===== src/gpic_pkg.sv =====
// package: register map, field layout and codes of the global pin and irq control block
package gpic_pkg;

  // ****************************************
  // register offsets (byte addresses)
  // ****************************************
  localparam logic [8:0] GPIC_OFF_PIN_FUNC   = 9'h00A;
  localparam logic [8:0] GPIC_OFF_SUM_STATUS = 9'h010;
  localparam logic [8:0] GPIC_OFF_SUM_ENABLE = 9'h012;
  localparam logic [8:0] GPIC_OFF_REF_CLK    = 9'h004;
  localparam logic [8:0] GPIC_OFF_GLB_CTRL   = 9'h002;
  localparam logic [8:0] GPIC_OFF_PIN_READ   = 9'h01C;

  // ****************************************
  // field positions
  // ****************************************
  localparam int GPIC_BIT_REF_OUT_SEL = 9;
  localparam int GPIC_BIT_REF_IN_SEL  = 8;
  localparam int GPIC_BIT_IRQ_IDLE    = 14;
  localparam int GPIC_BIT_ERR_SRC     = 6;
  localparam int GPIC_LSB_PERF_MODE   = 4;
  localparam int GPIC_LSB_PORT_SUM    = 4;
  localparam int GPIC_BIT_TX_SUM      = 1;
  localparam int GPIC_BIT_GLB_SUM     = 0;

  // ****************************************
  // reset values and masks
  // ****************************************
  localparam logic [15:0] GPIC_RST_PIN_FUNC   = 16'h0000;
  localparam logic [15:0] GPIC_RST_SUM_ENABLE = 16'h0000;
  localparam logic [15:0] GPIC_RST_REF_CLK    = 16'h0000;
  localparam logic [15:0] GPIC_RST_GLB_CTRL   = 16'h0000;
  localparam logic [15:0] GPIC_MSK_SUM        = 16'h00F3;
  localparam logic [15:0] GPIC_MSK_REF_CLK    = 16'h1F0F;
  localparam logic [15:0] GPIC_MSK_GLB_CTRL   = 16'h4070;

  // ****************************************
  // codes
  // ****************************************
  typedef enum logic [1:0] {
    GPIC_FN_INPUT  = 2'h0,
    GPIC_FN_STATUS = 2'h1,
    GPIC_FN_LOW    = 2'h2,
    GPIC_FN_HIGH   = 2'h3
  } gpic_pin_fn_t;

  typedef enum logic [1:0] {
    GPIC_RATE_ALL   = 2'h0,
    GPIC_RATE_DS3   = 2'h1,
    GPIC_RATE_E3    = 2'h2,
    GPIC_RATE_STS1  = 2'h3
  } gpic_rate_t;

  localparam logic [1:0] GPIC_PM_PIN8 = 2'h1;

endpackage


===== src/gpic_pin_cell.sv =====
// one general pin: function decode into output value and enable
`timescale 1ns/1ps
module gpic_pin_cell
  import gpic_pkg::*;
(
  // control
  input  wire logic [1:0] function_sel,
  input  wire logic       override,
  input  wire logic       override_val,
  input  wire logic       override_drive,
  // sources
  input  wire logic       status_sig,
  // pin
  output logic            pinOut,
  output logic            pinOe_n
);

  wire logic fnDrive = (function_sel != GPIC_FN_INPUT);
  wire logic fnVal   = (function_sel == GPIC_FN_STATUS) ? status_sig :
                       (function_sel == GPIC_FN_HIGH);

  assign pinOut  = override ? override_val : fnVal;
  assign pinOe_n = override ? ~override_drive : ~fnDrive;

endmodule // gpic_pin_cell


===== src/gpic_top.sv =====
// global pin function, rate clock pin and interrupt summary control
`timescale 1ns/1ps
module gpic_top
  import gpic_pkg::*;
(
  // clock and reset
  input  wire logic        sys_clk,
  input  wire logic        rst_n,
  // register port
  input  wire logic [8:0]  regAddr,
  input  wire logic [15:0] regWrData,
  input  wire logic        regWr,
  input  wire logic        regRd,
  output logic      [15:0] regRdData,
  // general pins
  input  wire logic [7:0]  gpPinIn,
  output logic      [7:0]  gpPinOut,
  output logic      [7:0]  gpPinOe_n,
  // rate clock pins
  input  wire logic        rate_clock_pin_a_in,
  input  wire logic        rate_clock_pin_b_in,
  input  wire logic        rate_clock_pin_c_in,
  output logic             rate_clock_pin_b_out,
  output logic             rate_clock_pin_b_oe_n,
  output logic             rate_clock_pin_c_out,
  output logic             rate_clock_pin_c_oe_n,
  // internal rate clocks
  input  wire logic        ds3Clk,
  input  wire logic        e3Clk,
  input  wire logic        sts1Clk,
  output logic             ds3ClkIn,
  output logic             e3ClkIn,
  output logic             sts1ClkIn,
  // 8 kHz reference
  input  wire logic        global_ref_out,
  output logic             global_ref_in,
  // per-port status and summary sources
  input  wire logic [3:0]  portStatusA,
  input  wire logic [3:0]  portStatusB,
  input  wire logic [3:0]  portIrqPending,
  input  wire logic        txIfacePending,
  input  wire logic        globalLatchedPending,
  // special pin functions
  input  wire logic        perfUpdateSw,
  input  wire logic        oneSecondTick,
  output logic             perfUpdate,
  input  wire logic        errInsertSw,
  output logic             errInsert,
  // interrupt pin
  output logic             irqOut_n,
  output logic             irqOe_n
);

  // ****************************************
  // registers
  // ****************************************
  logic [15:0] pinFunc_r;
  logic [15:0] sumEnable_r;
  logic [15:0] refClk_r;
  logic [15:0] glbCtrl_r;
  logic [15:0] regRdData_r;
  logic [7:0]  gpSync1_r;
  logic [7:0]  gpSync2_r;

  wire logic selFunc   = regWr && (regAddr == GPIC_OFF_PIN_FUNC);
  wire logic selEnable = regWr && (regAddr == GPIC_OFF_SUM_ENABLE);
  wire logic selRefClk = regWr && (regAddr == GPIC_OFF_REF_CLK);
  wire logic selGlb    = regWr && (regAddr == GPIC_OFF_GLB_CTRL);

  always_ff @(posedge sys_clk)
  begin
    if (!rst_n)
    begin
      pinFunc_r   <= GPIC_RST_PIN_FUNC;
      sumEnable_r <= GPIC_RST_SUM_ENABLE;
      refClk_r    <= GPIC_RST_REF_CLK;
      glbCtrl_r   <= GPIC_RST_GLB_CTRL;
    end
    else
    begin
      if (selFunc)
        pinFunc_r <= regWrData;
      if (selEnable)
        sumEnable_r <= regWrData & GPIC_MSK_SUM;
      if (selRefClk)
        refClk_r <= regWrData & GPIC_MSK_REF_CLK;
      if (selGlb)
        glbCtrl_r <= regWrData & GPIC_MSK_GLB_CTRL;
    end
  end

  // pins are asynchronous to sys_clk
  always_ff @(posedge sys_clk)
  begin
    if (!rst_n)
    begin
      gpSync1_r <= 8'h00;
      gpSync2_r <= 8'h00;
    end
    else
    begin
      gpSync1_r <= gpPinIn;
      gpSync2_r <= gpSync1_r;
    end
  end

  // ****************************************
  // control fields
  // ****************************************
  wire logic       ref_output_select   = refClk_r[GPIC_BIT_REF_OUT_SEL];
  wire logic       ref_input_select    = refClk_r[GPIC_BIT_REF_IN_SEL];
  wire logic [3:0] clock_pin_mode      = refClk_r[3:0];
  wire logic       irq_pin_idle_mode   = glbCtrl_r[GPIC_BIT_IRQ_IDLE];
  wire logic       error_insert_source = glbCtrl_r[GPIC_BIT_ERR_SRC];
  wire logic [1:0] perf_update_mode    = glbCtrl_r[GPIC_LSB_PERF_MODE +: 2];

  // ****************************************
  // 8 kHz reference and special inputs
  // ****************************************
  assign global_ref_in = ref_input_select & gpSync2_r[3];

  assign perfUpdate = (perf_update_mode == 2'h0) ? perfUpdateSw :
                      (perf_update_mode == GPIC_PM_PIN8) ? gpSync2_r[7] :
                      oneSecondTick;

  assign errInsert = error_insert_source ? gpSync2_r[5] : errInsertSw;

  // ****************************************
  // general pins
  // ****************************************
  wire logic [7:0] pinOverride;
  wire logic [7:0] pinOvVal;
  wire logic [7:0] pinOvDrive;
  wire logic [7:0] pinStatus;

  assign pinOverride = {perf_update_mode == GPIC_PM_PIN8, 1'b0, error_insert_source,
                        1'b0, ref_input_select, 1'b0, ref_output_select, 1'b0};
  assign pinOvVal    = {6'h00, global_ref_out, 1'b0};
  assign pinOvDrive  = {6'h00, ref_output_select, 1'b0};

  genvar k;
  generate
    for (k = 0; k < 4; k++)
    begin : gPort
      assign pinStatus[2*k]   = portStatusA[k];
      assign pinStatus[2*k+1] = portStatusB[k];
    end
    for (k = 0; k < 8; k++)
    begin : gPin
      gpic_pin_cell uCell (
        .function_sel   (pinFunc_r[2*k +: 2]),
        .override       (pinOverride[k]),
        .override_val   (pinOvVal[k]),
        .override_drive (pinOvDrive[k]),
        .status_sig     (pinStatus[k]),
        .pinOut         (gpPinOut[k]),
        .pinOe_n        (gpPinOe_n[k])
      );
    end
  endgenerate

  // ****************************************
  // rate clock pins
  // ****************************************
  wire gpic_rate_t rateSel  = gpic_rate_t'(clock_pin_mode[3:2]);
  wire logic [1:0] rateCode = clock_pin_mode[1:0];
  wire logic       allIn    = (rateSel == GPIC_RATE_ALL);

  // first and second rates that are not the input rate
  // only an E3 input moves pin B's code 01 rate off E3 onto DS3
  wire logic otherA = (rateSel == GPIC_RATE_E3) ? ds3Clk : e3Clk;
  wire logic otherB = (rateSel == GPIC_RATE_STS1) ? ds3Clk : sts1Clk;

  always_comb
  begin
    rate_clock_pin_b_out = 1'b0;
    rate_clock_pin_c_out = 1'b0;
    unique case (rateCode)
      2'h0:
      begin
        rate_clock_pin_b_out = 1'b0;
        rate_clock_pin_c_out = 1'b0;
      end
      2'h1: rate_clock_pin_b_out = otherA;
      2'h2: rate_clock_pin_c_out = otherB;
      2'h3:
      begin
        rate_clock_pin_b_out = otherB;
        rate_clock_pin_c_out = otherA;
      end
    endcase
  end

  assign rate_clock_pin_b_oe_n = allIn;
  assign rate_clock_pin_c_oe_n = allIn;

  // pin A is the single input in every mode whose rate select bits [3:2] are nonzero
  assign ds3ClkIn  = (allIn || rateSel == GPIC_RATE_DS3) ? rate_clock_pin_a_in : 1'b0;
  assign e3ClkIn   = allIn ? rate_clock_pin_b_in :
                     (rateSel == GPIC_RATE_E3) ? rate_clock_pin_a_in : 1'b0;
  assign sts1ClkIn = allIn ? rate_clock_pin_c_in :
                     (rateSel == GPIC_RATE_STS1) ? rate_clock_pin_a_in : 1'b0;

  // ****************************************
  // interrupt summary
  // ****************************************
  wire logic [15:0] sumStatus;
  assign sumStatus = {8'h00, portIrqPending, 2'h0, txIfacePending,
                      globalLatchedPending};
  wire logic irqActive = |(sumStatus & sumEnable_r);

  assign irqOut_n = ~irqActive;
  assign irqOe_n  = ~(irqActive | irq_pin_idle_mode);

  // ****************************************
  // read path
  // ****************************************
  wire logic [15:0] pinRead;
  assign pinRead = {8'h00, (gpSync2_r & gpPinOe_n) | (gpPinOut & ~gpPinOe_n)};

  wire logic [15:0] rdMux =
    (regAddr == GPIC_OFF_PIN_FUNC)   ? pinFunc_r :
    (regAddr == GPIC_OFF_SUM_STATUS) ? sumStatus :
    (regAddr == GPIC_OFF_SUM_ENABLE) ? sumEnable_r :
    (regAddr == GPIC_OFF_REF_CLK)    ? refClk_r :
    (regAddr == GPIC_OFF_GLB_CTRL)   ? glbCtrl_r :
    (regAddr == GPIC_OFF_PIN_READ)   ? pinRead : 16'h0000;

  always_ff @(posedge sys_clk)
  begin
    if (!rst_n)
      regRdData_r <= 16'h0000;
    else if (regRd)
      regRdData_r <= rdMux;
    else
      regRdData_r <= 16'h0000;
  end

  assign regRdData = regRdData_r;

endmodule // gpic_top


===== config.mk =====
export PLATFORM = sky130hd
export DESIGN_NAME = gpic_top
export DESIGN_NICKNAME = d
export VERILOG_FILES = /design/src/gpic_pkg.sv /design/src/gpic_pin_cell.sv /design/src/gpic_top.sv
export SDC_FILE = /design/constraint.sdc
export NUM_CORES = 1
export LEC_CHECK = 0
export ABC_AREA = 1
export BUFFER_PORTS_ARGS = -buffer_cell sky130_fd_sc_hd__buf_2
export CAP_MARGIN = 20
export CORE_ASPECT_RATIO = 1.25
export CORE_MARGIN = 2
export CORE_UTILIZATION = 51
export DETAILED_ROUTE_END_ITERATION = 8
export HOLD_SLACK_MARGIN = 0.02
export PLACE_DENSITY = 0.87
export SLEW_MARGIN = 10
export SYNTH_ARGS = -nofsm -noshare
export SYNTH_HDL_FRONTEND = slang
export SYNTH_HIERARCHICAL = 1
export SYNTH_SLANG_ARGS = --single-unit

===== constraint.sdc =====
create_clock -name sys_clk -period 1.53 [get_ports sys_clk]
set_input_delay 0.153 -clock sys_clk [delete_from_list [all_inputs] [get_ports sys_clk]]
set_output_delay 0.153 -clock sys_clk [all_outputs]
set_load 0.03 [all_outputs]

=== Yosys cells after proc, flatten, opt, wreduce, memory -nomap -nowiden ===
Index checks and enable logic that the tools add are counted.

* Register bits: 67
* Bits of input ports: 61
* Output and inout port bits: 44
* Logic and storage cells: 105

* Eq/ne operators: 29
* Muxes and demuxes: 34
* Bitwise operators: 18
* Reductions and logical operators: 17

{| class="wikitable"
|+ Operators with widths
! cell !! count
|-
| two-way mux 15 bit || 4
|-
| equality test 9 x 5 -> 1 bit, second input constant || 3
|-
| two-way mux 1 bit || 26
|-
| bitwise AND 8 bit || 3
|-
| equality test 2 bit, second input constant || 12
|-
| equality test 2 x 1 -> 1 bit, second input constant || 11
|-
| two-way mux 16 bit || 1
|-
| nonzero test 2 bit || 8
|-
| OR reduction 16 bit || 1
|-
| NOT 1 bit || 11
|-
| equality test 9 x 2 -> 1 bit, second input constant || 1
|-
| equality test 9 x 3 -> 1 bit, second input constant || 1
|-
| equality test 9 x 4 -> 1 bit, second input constant || 1
|-
| two-way mux 8 bit || 1
|-
| NOT 8 bit || 1
|-
| OR 8 bit || 1
|-
| logical AND 1 bit || 4
|-
| zero test 2 bit || 2
|-
| one-hot mux 1 bit (2 select lines) || 2
|-
| AND reduction 2 bit || 1
|-
| bitwise AND 1 bit || 1
|-
| logical OR 1 bit || 1
|-
| OR 1 bit || 1
|}

=== Depth between registers and ports, before layout ===
Gate-level depths: netlist of run 1.

* Word-level depth: 12
* Mapped depth: 10
* Gate-level depth less buffers: 10

=== By module ===
Netlist of run 1, hierarchy kept.

{| class="wikitable"
|+ By module, submodules not included
! module !! instances !! cells an instance !! area each (sq um) !! seq. area each (sq um)
|-
| gpic_top || 1 || 417 || 3055.4 || 1341.3
|-
| gpic_pin_cell || 8 || 13 || 48.8 || 0.0
|}

=== Least setup slack after synthesis of run 1 ===
OpenSTA, ideal clock, no wires.

* Path kind: register to output
* Start point: register sumEnable_r[4]
* End point: output port irqOe_n
* Arrival time: 1399 ps
* Setup slack: -22 ps
* Cell stages (with the launch flop): 4
* Cells stage by stage: dfxtp_1 -> inv_1 -> o22ai_1 -> nor4_1

* Cells in the longest elaborated chain, start to end: 4

{| class="wikitable"
|+ RTL lines
! item !! RTL line !! RTL
|-
| from (decl) || gpic_top.sv:58 || <nowiki>logic [15:0] sumEnable_r;</nowiki>
|-
| from (signal assigned) || gpic_top.sv:84 || <nowiki>sumEnable_r <= regWrData & GPIC_MSK_SUM;</nowiki>
|-
| bitwise AND 8 bit || gpic_top.sv:210 || <nowiki>wire logic irqActive = |(sumStatus & sumEnable_r);</nowiki>
|-
| OR reduction 16 bit || gpic_top.sv:210 ||
|-
| OR 1 bit || gpic_top.sv:213 || <nowiki>assign irqOe_n = ~(irqActive | irq_pin_idle_mode);</nowiki>
|-
| NOT 1 bit || gpic_top.sv:213 ||
|-
| to (decl) || gpic_top.sv:51 || <nowiki>output logic irqOe_n</nowiki>
|}

Every way passes these cells.

=== Worst setup path after layout of run 1 ===
* Start point: register sumEnable_r[6]
* End point: output port irqOe_n

The elaborated chain is that of the path after synthesis.

==> flow_summary.json, run 1 <==
{
  "h-tree-depth": 3,
  "outcome": "finished clean",
  "port_buffers": 104,
  "die_h_um": 95.90,
  "synth_cell_types": 34,
  "cts_buffers": 9,
  "worstReg2RegEnd": "regRdData[0]",
  "clock_skew_ns": 0.004953,
  "finalHoldViolCount": 0,
  "crit_slowest_cell": "dfxtp_2",
  "clock_latency_ns": 0.35,
  "p_seq_frac": 0.431,
  "path_clk_slew_ns": 0.07,
  "p_int_mw": 3.150,
  "clock_power_share": 0.475,
  "cts_tree": "done",
  "diodes": 0,
  "area_growth_pct": 32.35,
  "clockBufferDepth": 2,
  "power.net_switching_uw": 960.8,
  "nets": 731,
  "ios": 105,
  "dp_hpwl_um": 7197,
  "finalCritPeriodShare": 0.9999,
  "chipWidth_um": 77.52,
  "rr_worst_depth": 10,
  "final_area_sq_um": 4561,
  "critical-path-max-stage-delay_ns": 0.34,
  "dieArea_sq_um": 7434,
  "layout-drive-gt1-share": 0.2533,
  "synth_seq_cells": 67,
  "cp-start-kind": "flop",
  "yosys_warnings": 6,
  "syn_area_sq_um": 3446,
  "syn_inst": 521,
  "drt_iter0_markers": 124,
  "grt_usage": 0.2644,
  "grt_max_degree": 51,
  "grt_pass1_wl_um": 15060,
  "fmax_ghz": 0.6537,
  "crit_chain": "nand2_2, o221ai_2, nor4_2, buf_4",
  "wirelength_um": 9613,
  "rows": 33,
  "coreArea_sq_um": 6565,
  "final_common_cell": "nand2_1",
  "vias_per_cell": 4.835,
  "p_leak_nw": 2.361,
  "r2r_slack_ns": 0.19,
  "critPathKind": "reg -> out",
  "p_total_mw": 4.111,
  "cp_num_cells": 4,
  "place_area_sq_um": 4163,
  "slew_violations": 0,
  "setup_violations": 0,
  "clockRootBuffer": "clkbuf_8",
  "placedCellCount": 736,
  "final_cells": 762,
  "whs_ns": 0.07285,
  "combPwrFrac": 0.094,
  "peakVddDrop_mv": 1.011,
  "antenna_left": 0,
  "hold_class": "in -> reg",
  "start_util": 0.5249,
  "path_max_fanout": 3,
  "yosysSeqAreaShare": 0.3893,
  "dr.pass1.iters": 5,
  "syn_avg_cell_area_sq_um": 6.614,
  "grt_pass1_vias": 3379,
  "crit_required_ns": 1.38,
  "vias": 3684,
  "maxCapViolCount": 0,
  "layout_common_cells": "nand2_1 (142), buf_2 (100), inv_1 (90), nor2_1 (74), dfxtp_1 (62)",
  "fin_crit_ns": 1.530,
  "swShare": 0.2337,
  "routedWlPerCell_um": 12.62,
  "crit_arrival_ns": 1.38,
  "cp.buffers_inverters": 1,
  "rsz0062_at_grt": "true",
  "drc": 0,
  "routabilityCongestion": 0.8998,
  "cp_top_family": "simple AND/OR/NAND/NOR gates",
  "numClockSinks": 67,
  "critPathCaptureType": "output pin",
  "regToRegStartpoint": "pinFunc_r[0]",
  "startpoint": "sumEnable_r[6]",
  "power_density_nw_per_um2": 901.4,
  "antenna_found_initial": 0,
  "grt.overflow.total": 0,
  "crit_end": "irqOe_n"
}
==> stage by stage <==
stage                     worst slack (ns)  setup TNS, ns  utilization
final                            0.0001325              0       0.6947
after global routing              -0.02680       -0.05573       0.6947
after global placement           -0.002735      -0.002864       0.6341
after CTS                         0.001792              0       0.6876
after detailed placement          -0.01421       -0.01421       0.6341
after floorplan                     0.1164              0            -
==> routing by layer <==
| metal | GRT usage | share of wire |
|---|---|---|
| met5 | 0 | 0 |
| met3 | 0.03846 | 0.064 |
| met1 | 0.2827 | 0.39 |
| met2 | 0.5007 | 0.52 |
| met4 | 0.1458 | 0.030 |
==> power groups by stage <==
stage	clock network, mW	registers (mW)	logic (mW)
6_report	1.95	1.77	0.387
5_1_grt	2.03	1.77	0.431
4_1_cts	1.95	1.77	0.382
3_5_place_dp	0	1.81	0.364
3_3_place_gp	0	1.81	0.360
2_1_floorplan	0	1.81	0.209
==> layout make-up <==
| class | instances | area, sq um |
|---|---|---|
| well taps | 87 | 108.9 |
| fillers | 571 | 2004 |
| clock inverters | 7 | 140.1 |
| repair buffers | 119 | 663.1 |
| flip-flops and latches | 67 | 1348 |
| inverters | 99 | 376.6 |
| clock buffers | 9 | 123.9 |
| multi-input cells | 374 | 1800 |
==> timing repair <==
action	CTS	global route
hold buffers	8	0
endpoints found under the hold margin	8	0
resized for setup	3	17
pin swaps	0	2
setup endpoints to repair	4	6
buffers inserted	0	2
==> synthesized netlist by cell type <==
cell type	instances	area (sq um)
buf_8	1	15.01
buf_6	1	11.26
o21ai_0	43	215.2
nand4_2	1	12.51
o221ai_1	1	8.760
buf_4	2	15.01
nor3_4	2	32.53
nand3_2	1	10.01
nor2_2	3	18.77
nand2_1	144	540.5
nor3_2	1	10.01
buf_1	1	3.750
nor2_1	75	281.5
nand4_1	2	12.51
o21ai_1	1	5.000
o211ai_1	1	7.510
clkinv_4	1	8.760
o22ai_1	5	31.28
a21oi_1	26	130.1
nor2_4	5	56.30
nand3_1	14	70.07
nor3_1	3	15.01
dfxtp_1	67	1341
conb_1	1	3.750
nand2_2	1	6.260
clkbuf_1	4	15.01
nand3_4	3	52.55
mux2i_1	4	40.04
nand2_4	5	56.30
buf_2	1	5.000
inv_2	5	18.77
nor4_1	1	6.260
nor2_8	2	40.04
inv_1	93	349.1
==> worst min-delay path by stage <==
| stage | slack, ns | from | depth (start not counted) | to |
|---|---|---|---|---|
| 6_report | 0.07 | regWrData[15] | 3 | pinFunc_r[15] |
| 3_3_place_gp | 0.33 | gpPinIn[6] | 3 | gpSync1_r[6] |
| 2_1_floorplan | 0.25 | gpPinIn[0] | 2 | gpSync1_r[0] |
| 4_1_cts | 0.08 | regWrData[13] | 3 | pinFunc_r[13] |
| 3_5_place_dp | 0.34 | gpPinIn[3] | 3 | gpSync1_r[3] |
| 5_1_grt | 0.1 | regWrData[2] | 3 | pinFunc_r[2] |
==> registers in the layout (all words and copies together), names as in the netlist <==
signal / flops
gpSync1_r: 8
gpSync2_r: 8
sumEnable_r: 6
refClk_r: 9
glbCtrl_r: 4
pinFunc_r: 16
regRdData: 16
==> cells by family (layout without fill, tap and decap cells) <==
| kind of cell | count (synthesis) | in the layout | share of synthesized area |
|---|---|---|---|
| multiplexers | 4 | 4 | 0.01162 |
| other | 1 | 30 | 0.001088 |
| buffers and inverters | 109 | 234 | 0.1282 |
| AO/OA/AOI/OAI | 77 | 77 | 0.1155 |
| AND/OR/NAND/NOR | 263 | 263 | 0.3544 |
| flip-flops | 67 | 67 | 0.3893 |
==> worst reg2reg max path: cells and delay by family (launching register included) <==
family                 cells  cell delay, ns
DFF                        1            0.35
buffers and inverters      2            0.10
and+or+nand+nor            6            0.48
AOI/OAI and AO/OA          2            0.35
Power figures use the tool's default switching activity.
==> inputs of run 2 (changes only) <==
--- a/config.mk
+++ b/config.mk
@@ -13,9 +13,8 @@
 export CORE_UTILIZATION = 51
 export DETAILED_ROUTE_END_ITERATION = 8
 export HOLD_SLACK_MARGIN = 0.02
-export PLACE_DENSITY = 0.87
+export PLACE_DENSITY = 0.88
 export SLEW_MARGIN = 10
 export SYNTH_ARGS = -nofsm -noshare
 export SYNTH_HDL_FRONTEND = slang
-export SYNTH_HIERARCHICAL = 1
 export SYNTH_SLANG_ARGS = --single-unit
==> run 2 against run 1 <==
  * Flip-flop and latch count stayed put
  * Sequential power hardly changed
  * Wire length is 7.9% lower
  * Maximum frequency is 2.2% higher
  * Count of clock-buffer cells in the layout is 5 higher
  * Core utilization is 3.4 points lower
  * Synthesized cell count is 11% lower
  * Critical endpoint is now rate_clock_pin_c_out
==> flow_summary.json, run 2 <==
{
  "synth_commonest_cells": "nand2_1 (122), dfxtp_1 (67), inv_1 (59)",
  "chipWidth_um": 75.22,
  "synth_seq_cells": 67,
  "clock_skew_ns": 0.008513,
  "syn_avg_cell_area_sq_um": 6.968,
  "dieArea_sq_um": 6997,
  "p_seq_frac": 0.505,
  "critPathKind": "reg -> out",
  "relSlewSlack": 0.7550,
  "vias": 3405,
  "power.net_switching_uw": 823.9,
  "fmax_ghz": 0.6681,
  "clockRootBuffer": "clkbuf_8",
  "syn_inst": 464,
  "combPwrFrac": 0.082,
  "maxCapViolCount": 0,
  "netlist.top_cell.by_area": "dfxtp_1",
  "layout_common_cells": "nand2_1 (120), buf_2 (99), dfxtp_1 (62), inv_1 (57), nand3_1 (51)",
  "h-tree-depth": 3,
  "coreArea_sq_um": 6166,
  "finalHoldViolCount": 0,
  "grt_pass1_vias": 3150,
  "regToRegStartpoint": "refClk_r[9]",
  "final_area_sq_um": 4071,
  "rr_worst_depth": 7,
  "grt_pass1_wl_um": 13790,
  "final_core_util": 0.6603,
  "start_util": 0.5244,
  "synth_area_leaders": "dfxtp_1 (41%), nand2_1 (14%), nand3_1 (7.9%), inv_1 (6.8%), a21oi_1 (5.9%)",
  "synth.top_cell.area_share": 0.4149,
  "syn-num-nets": 525,
  "holdPathStages": 3,
  "r2r_slack_ns": 0.25,
  "grt_max_degree": 23,
  "place_area_sq_um": 3727,
  "dp_hpwl_um": 6482,
  "cts_tree": "done",
  "ys.flop_type": "dfxtp_1",
  "synth_enable_flop_cells": 0,
  "muxShareOfSynthArea": 0.006192,
  "crit_chain": "inv_2, nand2_2, mux2i_2, o22ai_1, buf_4",
  "yosysSeqAreaShare": 0.4149,
  "synth_top_family_by_area": "simple AND/OR/NAND/NOR gates",
  "final_common_cell": "nand2_1",
  "drt_iter0_markers": 225,
  "yosys_warnings": 0,
  "crit_arrival_ns": 1.34,
  "wirelength_um": 8858,
  "clock_latency_ns": 0.34,
  "diodes": 0,
  "antenna_left": 0,
  "cp-start-kind": "flop",
  "rows": 32,
  "grt_usage": 0.2580,
  "clock_power_share": 0.413,
  "setup_ws_ns": 0.03326,
  "p_total_mw": 3.501,
  "path_clk_slew_ns": 0.07,
  "hold_start": "regWrData[13]",
  "worstReg2RegEnd": "regRdData[1]",
  "power_density_nw_per_um2": 859.9,
  "dr.pass1.iters": 5,
  "antenna_found_initial": 0,
  "synth-simple-area-share": 0.3235,
  "syn_area_sq_um": 3233,
  "synthAdderAreaFrac": 0,
  "path_max_fanout": 5,
  "worst_pin_slew_ns": 0.3662,
  "area_growth_pct": 25.93,
  "critPathCaptureType": "output pin",
  "nFillCells": 554,
  "timing.hold.worst_endpoint": "pinFunc_r[13]",
  "nets": 628,
  "layout-drive-gt1-share": 0.2937,
  "routedWlPerCell_um": 13.48,
  "swShare": 0.2353,
  "port_buffers": 104,
  "synth_most_common_cell": "nand2_1",
  "crit_required_ns": 1.38,
  "slew_violations": 0,
  "crit_slowest_cell": "dfxtp_4",
  "p_int_mw": 2.677,
  "tns_ns": 0,
  "synth_compound_area_frac": 0.1149,
  "rsz0062_at_grt": "true",
  "synth_cell_types": 30,
  "finalCritPeriodShare": 0.9783,
  "ios": 105,
  "grt.overflow.total": 0,
  "fin_crit_ns": 1.497,
  "hold_class": "in -> reg",
  "setup_violations": 0,
  "drc": 0,
  "synth-xor-area-share": 0,
  "async_flop_share": 0,
  "clockBufferDepth": 2,
  "critical-path-max-stage-delay_ns": 0.39,
  "peakVddDrop_mv": 0.7055,
  "outcome": "finished clean",
  "dp_slack_ns": 0.1106,
  "p_leak_nw": 2.045,
  "numClockSinks": 67,
  "routabilityCongestion": 0.8799,
  "vias_per_cell": 5.183,
  "die_h_um": 93.02,
  "cts_buffers": 9
}
-- run 2: how the worst max path moves through the flow --
stage / depth (start not counted) / slack (ns) / endpoint / start
after floorplan: 3 / 0.10 / e3ClkIn / refClk_r[2]
after global placement: 9 / 0.19 / sumEnable_r[1] / regAddr[3]
after detailed placement: 9 / 0.11 / sumEnable_r[1] / regAddr[3]
after CTS: 4 / -0.01 / rate_clock_pin_b_out / refClk_r[0]
after global routing: 4 / -0.05 / sts1ClkIn / refClk_r[2]
final: 5 / 0.03 / rate_clock_pin_c_out / refClk_r[2]
-- run 2: through the flow --
| stage | cells | hold slack [ns] |
|---|---|---|
| final | 657 | 0.08292 |
| after global routing | 657 | 0.07882 |
| after CTS | 656 | 0.07023 |
| after detailed placement | 632 | 0.3370 |
| after global placement | 632 | 0.3314 |
| after floorplan | 464 | 0.2506 |
-- run 2: layout make-up --
class / instances / area (sq um) / share of cell area
Clock inverter: 2 / 35.03 / 0.008605
Sequential cell: 67 / 1353 / 0.3322
Inverter: 64 / 240.2 / 0.05900
Clock buffer: 14 / 152.6 / 0.03749
Tap cell: 85 / 106.4 / 0.02612
Timing Repair Buffer: 123 / 699.4 / 0.1718
Multi-Input combinational cell: 302 / 1485 / 0.3648
-- run 2: timing repair --
action                     4_1_cts  5_1_grt
setup endpoints to repair        4        5
gates resized for setup          6       19
hold buffers                     8        0
pin swaps                        0        2
hold endpoints to repair         8        0
setup buffers                    0        1
-- run 2: kinds of logic (layout without fill, tap and decap cells) --
| kind of cell | Yosys count | in the layout |
|---|---|---|
| AND/OR/NAND/NOR | 229 | 229 |
| multiplexers | 2 | 2 |
| AO/OA/AOI/OAI | 71 | 71 |
| flip-flops | 67 | 67 |
| buffers and inverters | 95 | 203 |
-- run 2: power groups by stage --
stage               sequential [mW]  combinational (mW)  clock (mW)
global route                   1.77               0.313        1.54
finish                         1.77               0.288        1.45
floorplan                      1.81               0.124           0
CTS                            1.77               0.279        1.47
global placement               1.81               0.253           0
detailed placement             1.81               0.261           0
-- run 2: metal layers --
metal / GRT usage / vias to the layer above / share of wire
li1: - / 1656 / -
met5: 0 / - / 0
met1: 0.2935 / 1555 / 0.38
met3: 0.07328 / 31 / 0.086
met2: 0.4357 / 163 / 0.50
met4: 0.1213 / 0 / 0.035
-- run 2: critical path: cells and delay by family (launching register included) --
kind	cells	cell delay [ns]
flops	1	0.39
buf+inv	2	0.21
simple gates	1	0.06
mux	1	0.24
compound gates	1	0.10
==> inputs of run 3 (changes only) <==
--- a/config.mk
+++ b/config.mk
@@ -5,7 +5,6 @@
 export SDC_FILE = /design/constraint.sdc
 export NUM_CORES = 1
 export LEC_CHECK = 0
-export ABC_AREA = 1
 export BUFFER_PORTS_ARGS = -buffer_cell sky130_fd_sc_hd__buf_2
 export CAP_MARGIN = 20
 export CORE_ASPECT_RATIO = 1.25
==> run 3 against run 2 <==
  * The flow now finishes with violations (setup timing)
  * Clock skew down 0.0011 ns
  * Via count is 15% lower
  * Sequential power about the same
  * Critical endpoint is now irqOe_n
  * Largest power group unchanged
  * Highest routed layer unchanged
==> flow_summary.json, run 3 <==
{
  "finalHoldViolCount": 0,
  "hold_start": "gpPinIn[5]",
  "syn-num-nets": 399,
  "worst_pin_slew_ns": 0.4065,
  "ys.flop_type": "dfxtp_1",
  "grt_pass1_vias": 2821,
  "synth_commonest_cells": "dfxtp_1 (67), nor2b_1 (44), mux2i_1 (39)",
  "slew_violations": 0,
  "clock_latency_ns": 0.34,
  "synth.top_cell.area_share": 0.4168,
  "chipWidth_um": 75.05,
  "synth_most_common_cell": "dfxtp_1",
  "p_leak_nw": 1.978,
  "rows": 32,
  "critPathCaptureType": "output pin",
  "critPathKind": "reg -> out",
  "peakVddDrop_mv": 0.7449,
  "power_density_nw_per_um2": 833.4,
  "diodes": 0,
  "dp_hpwl_um": 6193,
  "synth_area_leaders": "dfxtp_1 (42%), mux2i_1 (12%), nor2b_1 (8.6%), buf_4 (4.2%), and2_1 (3.9%)",
  "synth_seq_cells": 67,
  "h-tree-depth": 3,
  "synth_enable_flop_cells": 0,
  "routabilityCongestion": 0.9078,
  "drt_iter0_markers": 181,
  "antenna_left": 0,
  "outcome": "finished, violations left",
  "final_core_util": 0.6885,
  "synth-xor-area-share": 0,
  "routedWlPerCell_um": 15.51,
  "fin_crit_ns": 1.620,
  "setup_violations": 2,
  "syn_avg_cell_area_sq_um": 9.521,
  "dieArea_sq_um": 6965,
  "vias": 2898,
  "grt.overflow.total": 0,
  "setup_ws_ns": -0.08969,
  "ios": 105,
  "syn_inst": 338,
  "async_flop_share": 0,
  "wirelength_um": 8468,
  "critical-path-max-stage-delay_ns": 0.33,
  "port_buffers": 104,
  "final_common_cell": "buf_2",
  "synth-simple-area-share": 0.2558,
  "relSlewSlack": 0.7290,
  "holdPathStages": 2,
  "grt_usage": 0.2467,
  "crit_required_ns": 1.38,
  "dr.pass1.iters": 4,
  "rsz0062_at_grt": "true",
  "vias_per_cell": 5.308,
  "layout-drive-gt1-share": 0.3883,
  "synth_top_family_by_area": "simple AND/OR/NAND/NOR gates",
  "whs_ns": 0.03929,
  "synthAdderAreaFrac": 0,
  "layout_common_cells": "buf_2 (100), dfxtp_1 (57), nor2b_1 (42), mux2i_1 (38), buf_4 (26)",
  "path_max_fanout": 3,
  "syn_area_sq_um": 3218,
  "start_util": 0.5253,
  "cp-start-kind": "flop",
  "clock_skew_ns": 0.007399,
  "yosys_warnings": 0,
  "hold_class": "in -> reg",
  "crit_slowest_cell": "dfxtp_2",
  "finalCritPeriodShare": 1.059,
  "grt_pass1_wl_um": 12900,
  "clockRootBuffer": "clkbuf_8",
  "r2r_slack_ns": 0.13,
  "synth_compound_area_frac": 0.1411,
  "numClockSinks": 67,
  "rr_worst_depth": 5,
  "netlist.top_cell.by_area": "dfxtp_1",
  "cts_buffers": 9,
  "die_h_um": 92.81,
  "worstReg2RegEnd": "regRdData[3]",
  "maxCapViolCount": 0,
  "violations": "setup timing",
  "path_clk_slew_ns": 0.07,
  "yosysSeqAreaShare": 0.4168,
  "timing.hold.worst_endpoint": "gpSync1_r[5]",
  "regToRegStartpoint": "pinFunc_r[7]",
  "nets": 517,
  "drc": 0,
  "crit_chain": "a22oi_2, nand2_2, a221oi_4, nor2b_4, buf_6",
  "antenna_found_initial": 0,
  "coreArea_sq_um": 6126,
  "fmax_ghz": 0.6174,
  "synth_cell_types": 47,
  "crit_arrival_ns": 1.47,
  "grt_max_degree": 52,
  "muxShareOfSynthArea": 0.1283,
  "cts_tree": "done",
  "clockBufferDepth": 2,
  "area_growth_pct": 31.07
}
-- run 3: cell count changes after synthesis, moves of 6 or more --
cell	previous run	this run
a22oi_1	0	6
nor2_1	31	18
and2_1	0	20
a21oi_1	38	9
nor2b_1	0	44
o21a_1	0	6
nand3_1	51	4
o21ai_0	21	14
nand2_1	122	17
a22o_1	1	7
mux2i_1	2	39
inv_1	59	2
-- run 3: kinds of logic after synthesis --
| kind of cell | Yosys count |
|---|---|
| compound gates | 65 |
| simple gates | 134 |
| buf+inv | 31 |
| flops | 67 |
| mux | 41 |
-- run 3: what timing repair did --
item / in CTS / in global routing
hold endpoints to repair: 6 / 0
setup endpoints to repair: 5 / 8
resized for setup: 18 / 10
hold buffers: 6 / 0
pin swaps: 3 / 2
setup buffers: 4 / 0
-- run 3: per-stage QoR --
step	setup TNS (ns)	power, mW	setup slack (ns)	cells	instance area [sq um]
3_3_place_gp	-0.2692	2.069	-0.04660	520	3864
3_5_place_dp	-0.5518	2.074	-0.08653	520	3864
2_1_floorplan	0	1.924	0.04189	338	3238
5_1_grt	-0.3498	3.642	-0.1606	546	4218
4_1_cts	-0.1669	3.539	-0.1054	546	4199
6_report	-0.1442	3.515	-0.08969	546	4218
-- run 3: routing by layer --
metal  track usage  vias up  part of all wire
met5             0        -                 0
met4        0.1146        0             0.026
met3       0.05550       23             0.056
met2        0.3977      111              0.49
met1        0.3059     1347              0.43
li1              -     1417                 -
-- run 3: where the power goes --
| part | switching (mW) | internal (mW) |
|---|---|---|
| clock network | 0.669 | 0.796 |
| logic | 0.146 | 0.136 |
| registers | 0.00656 | 1.76 |
| total | 0.822 | 2.69 |
-- run 3: worst max-delay path, delay by kind of cell (launching register included) --
kind | cells | cell delay (ns)
AO/OA/AOI/OAI | 2 | 0.39
flip-flops | 1 | 0.33
AND/OR/NAND/NOR | 2 | 0.28
buffers and inverters | 1 | 0.13
-- run 3: area by class of cell --
| class | count | area (sq um) |
|---|---|---|
| inverter | 2 | 7.507 |
| clock buffer | 10 | 137.6 |
| fill | 502 | 1908 |
| multi-input combinational | 240 | 1737 |
| clock inverter | 6 | 63.81 |
| timing repair buffer | 136 | 809.5 |
| tap | 85 | 106.4 |
| sequential | 67 | 1356 |
-- run 3: worst max-delay path by stage --
stage | from | to | slack (ns) | cells past startpoint
after floorplan | sumEnable_r[7] | irqOe_n | 0.04 | 4
after global placement | regAddr[8] | sumEnable_r[6] | -0.05 | 6
after detailed placement | regAddr[8] | sumEnable_r[1] | -0.09 | 6
after CTS | sumEnable_r[7] | irqOe_n | -0.11 | 5
after global routing | sumEnable_r[7] | irqOe_n | -0.16 | 5
final | sumEnable_r[0] | irqOe_n | -0.09 | 5
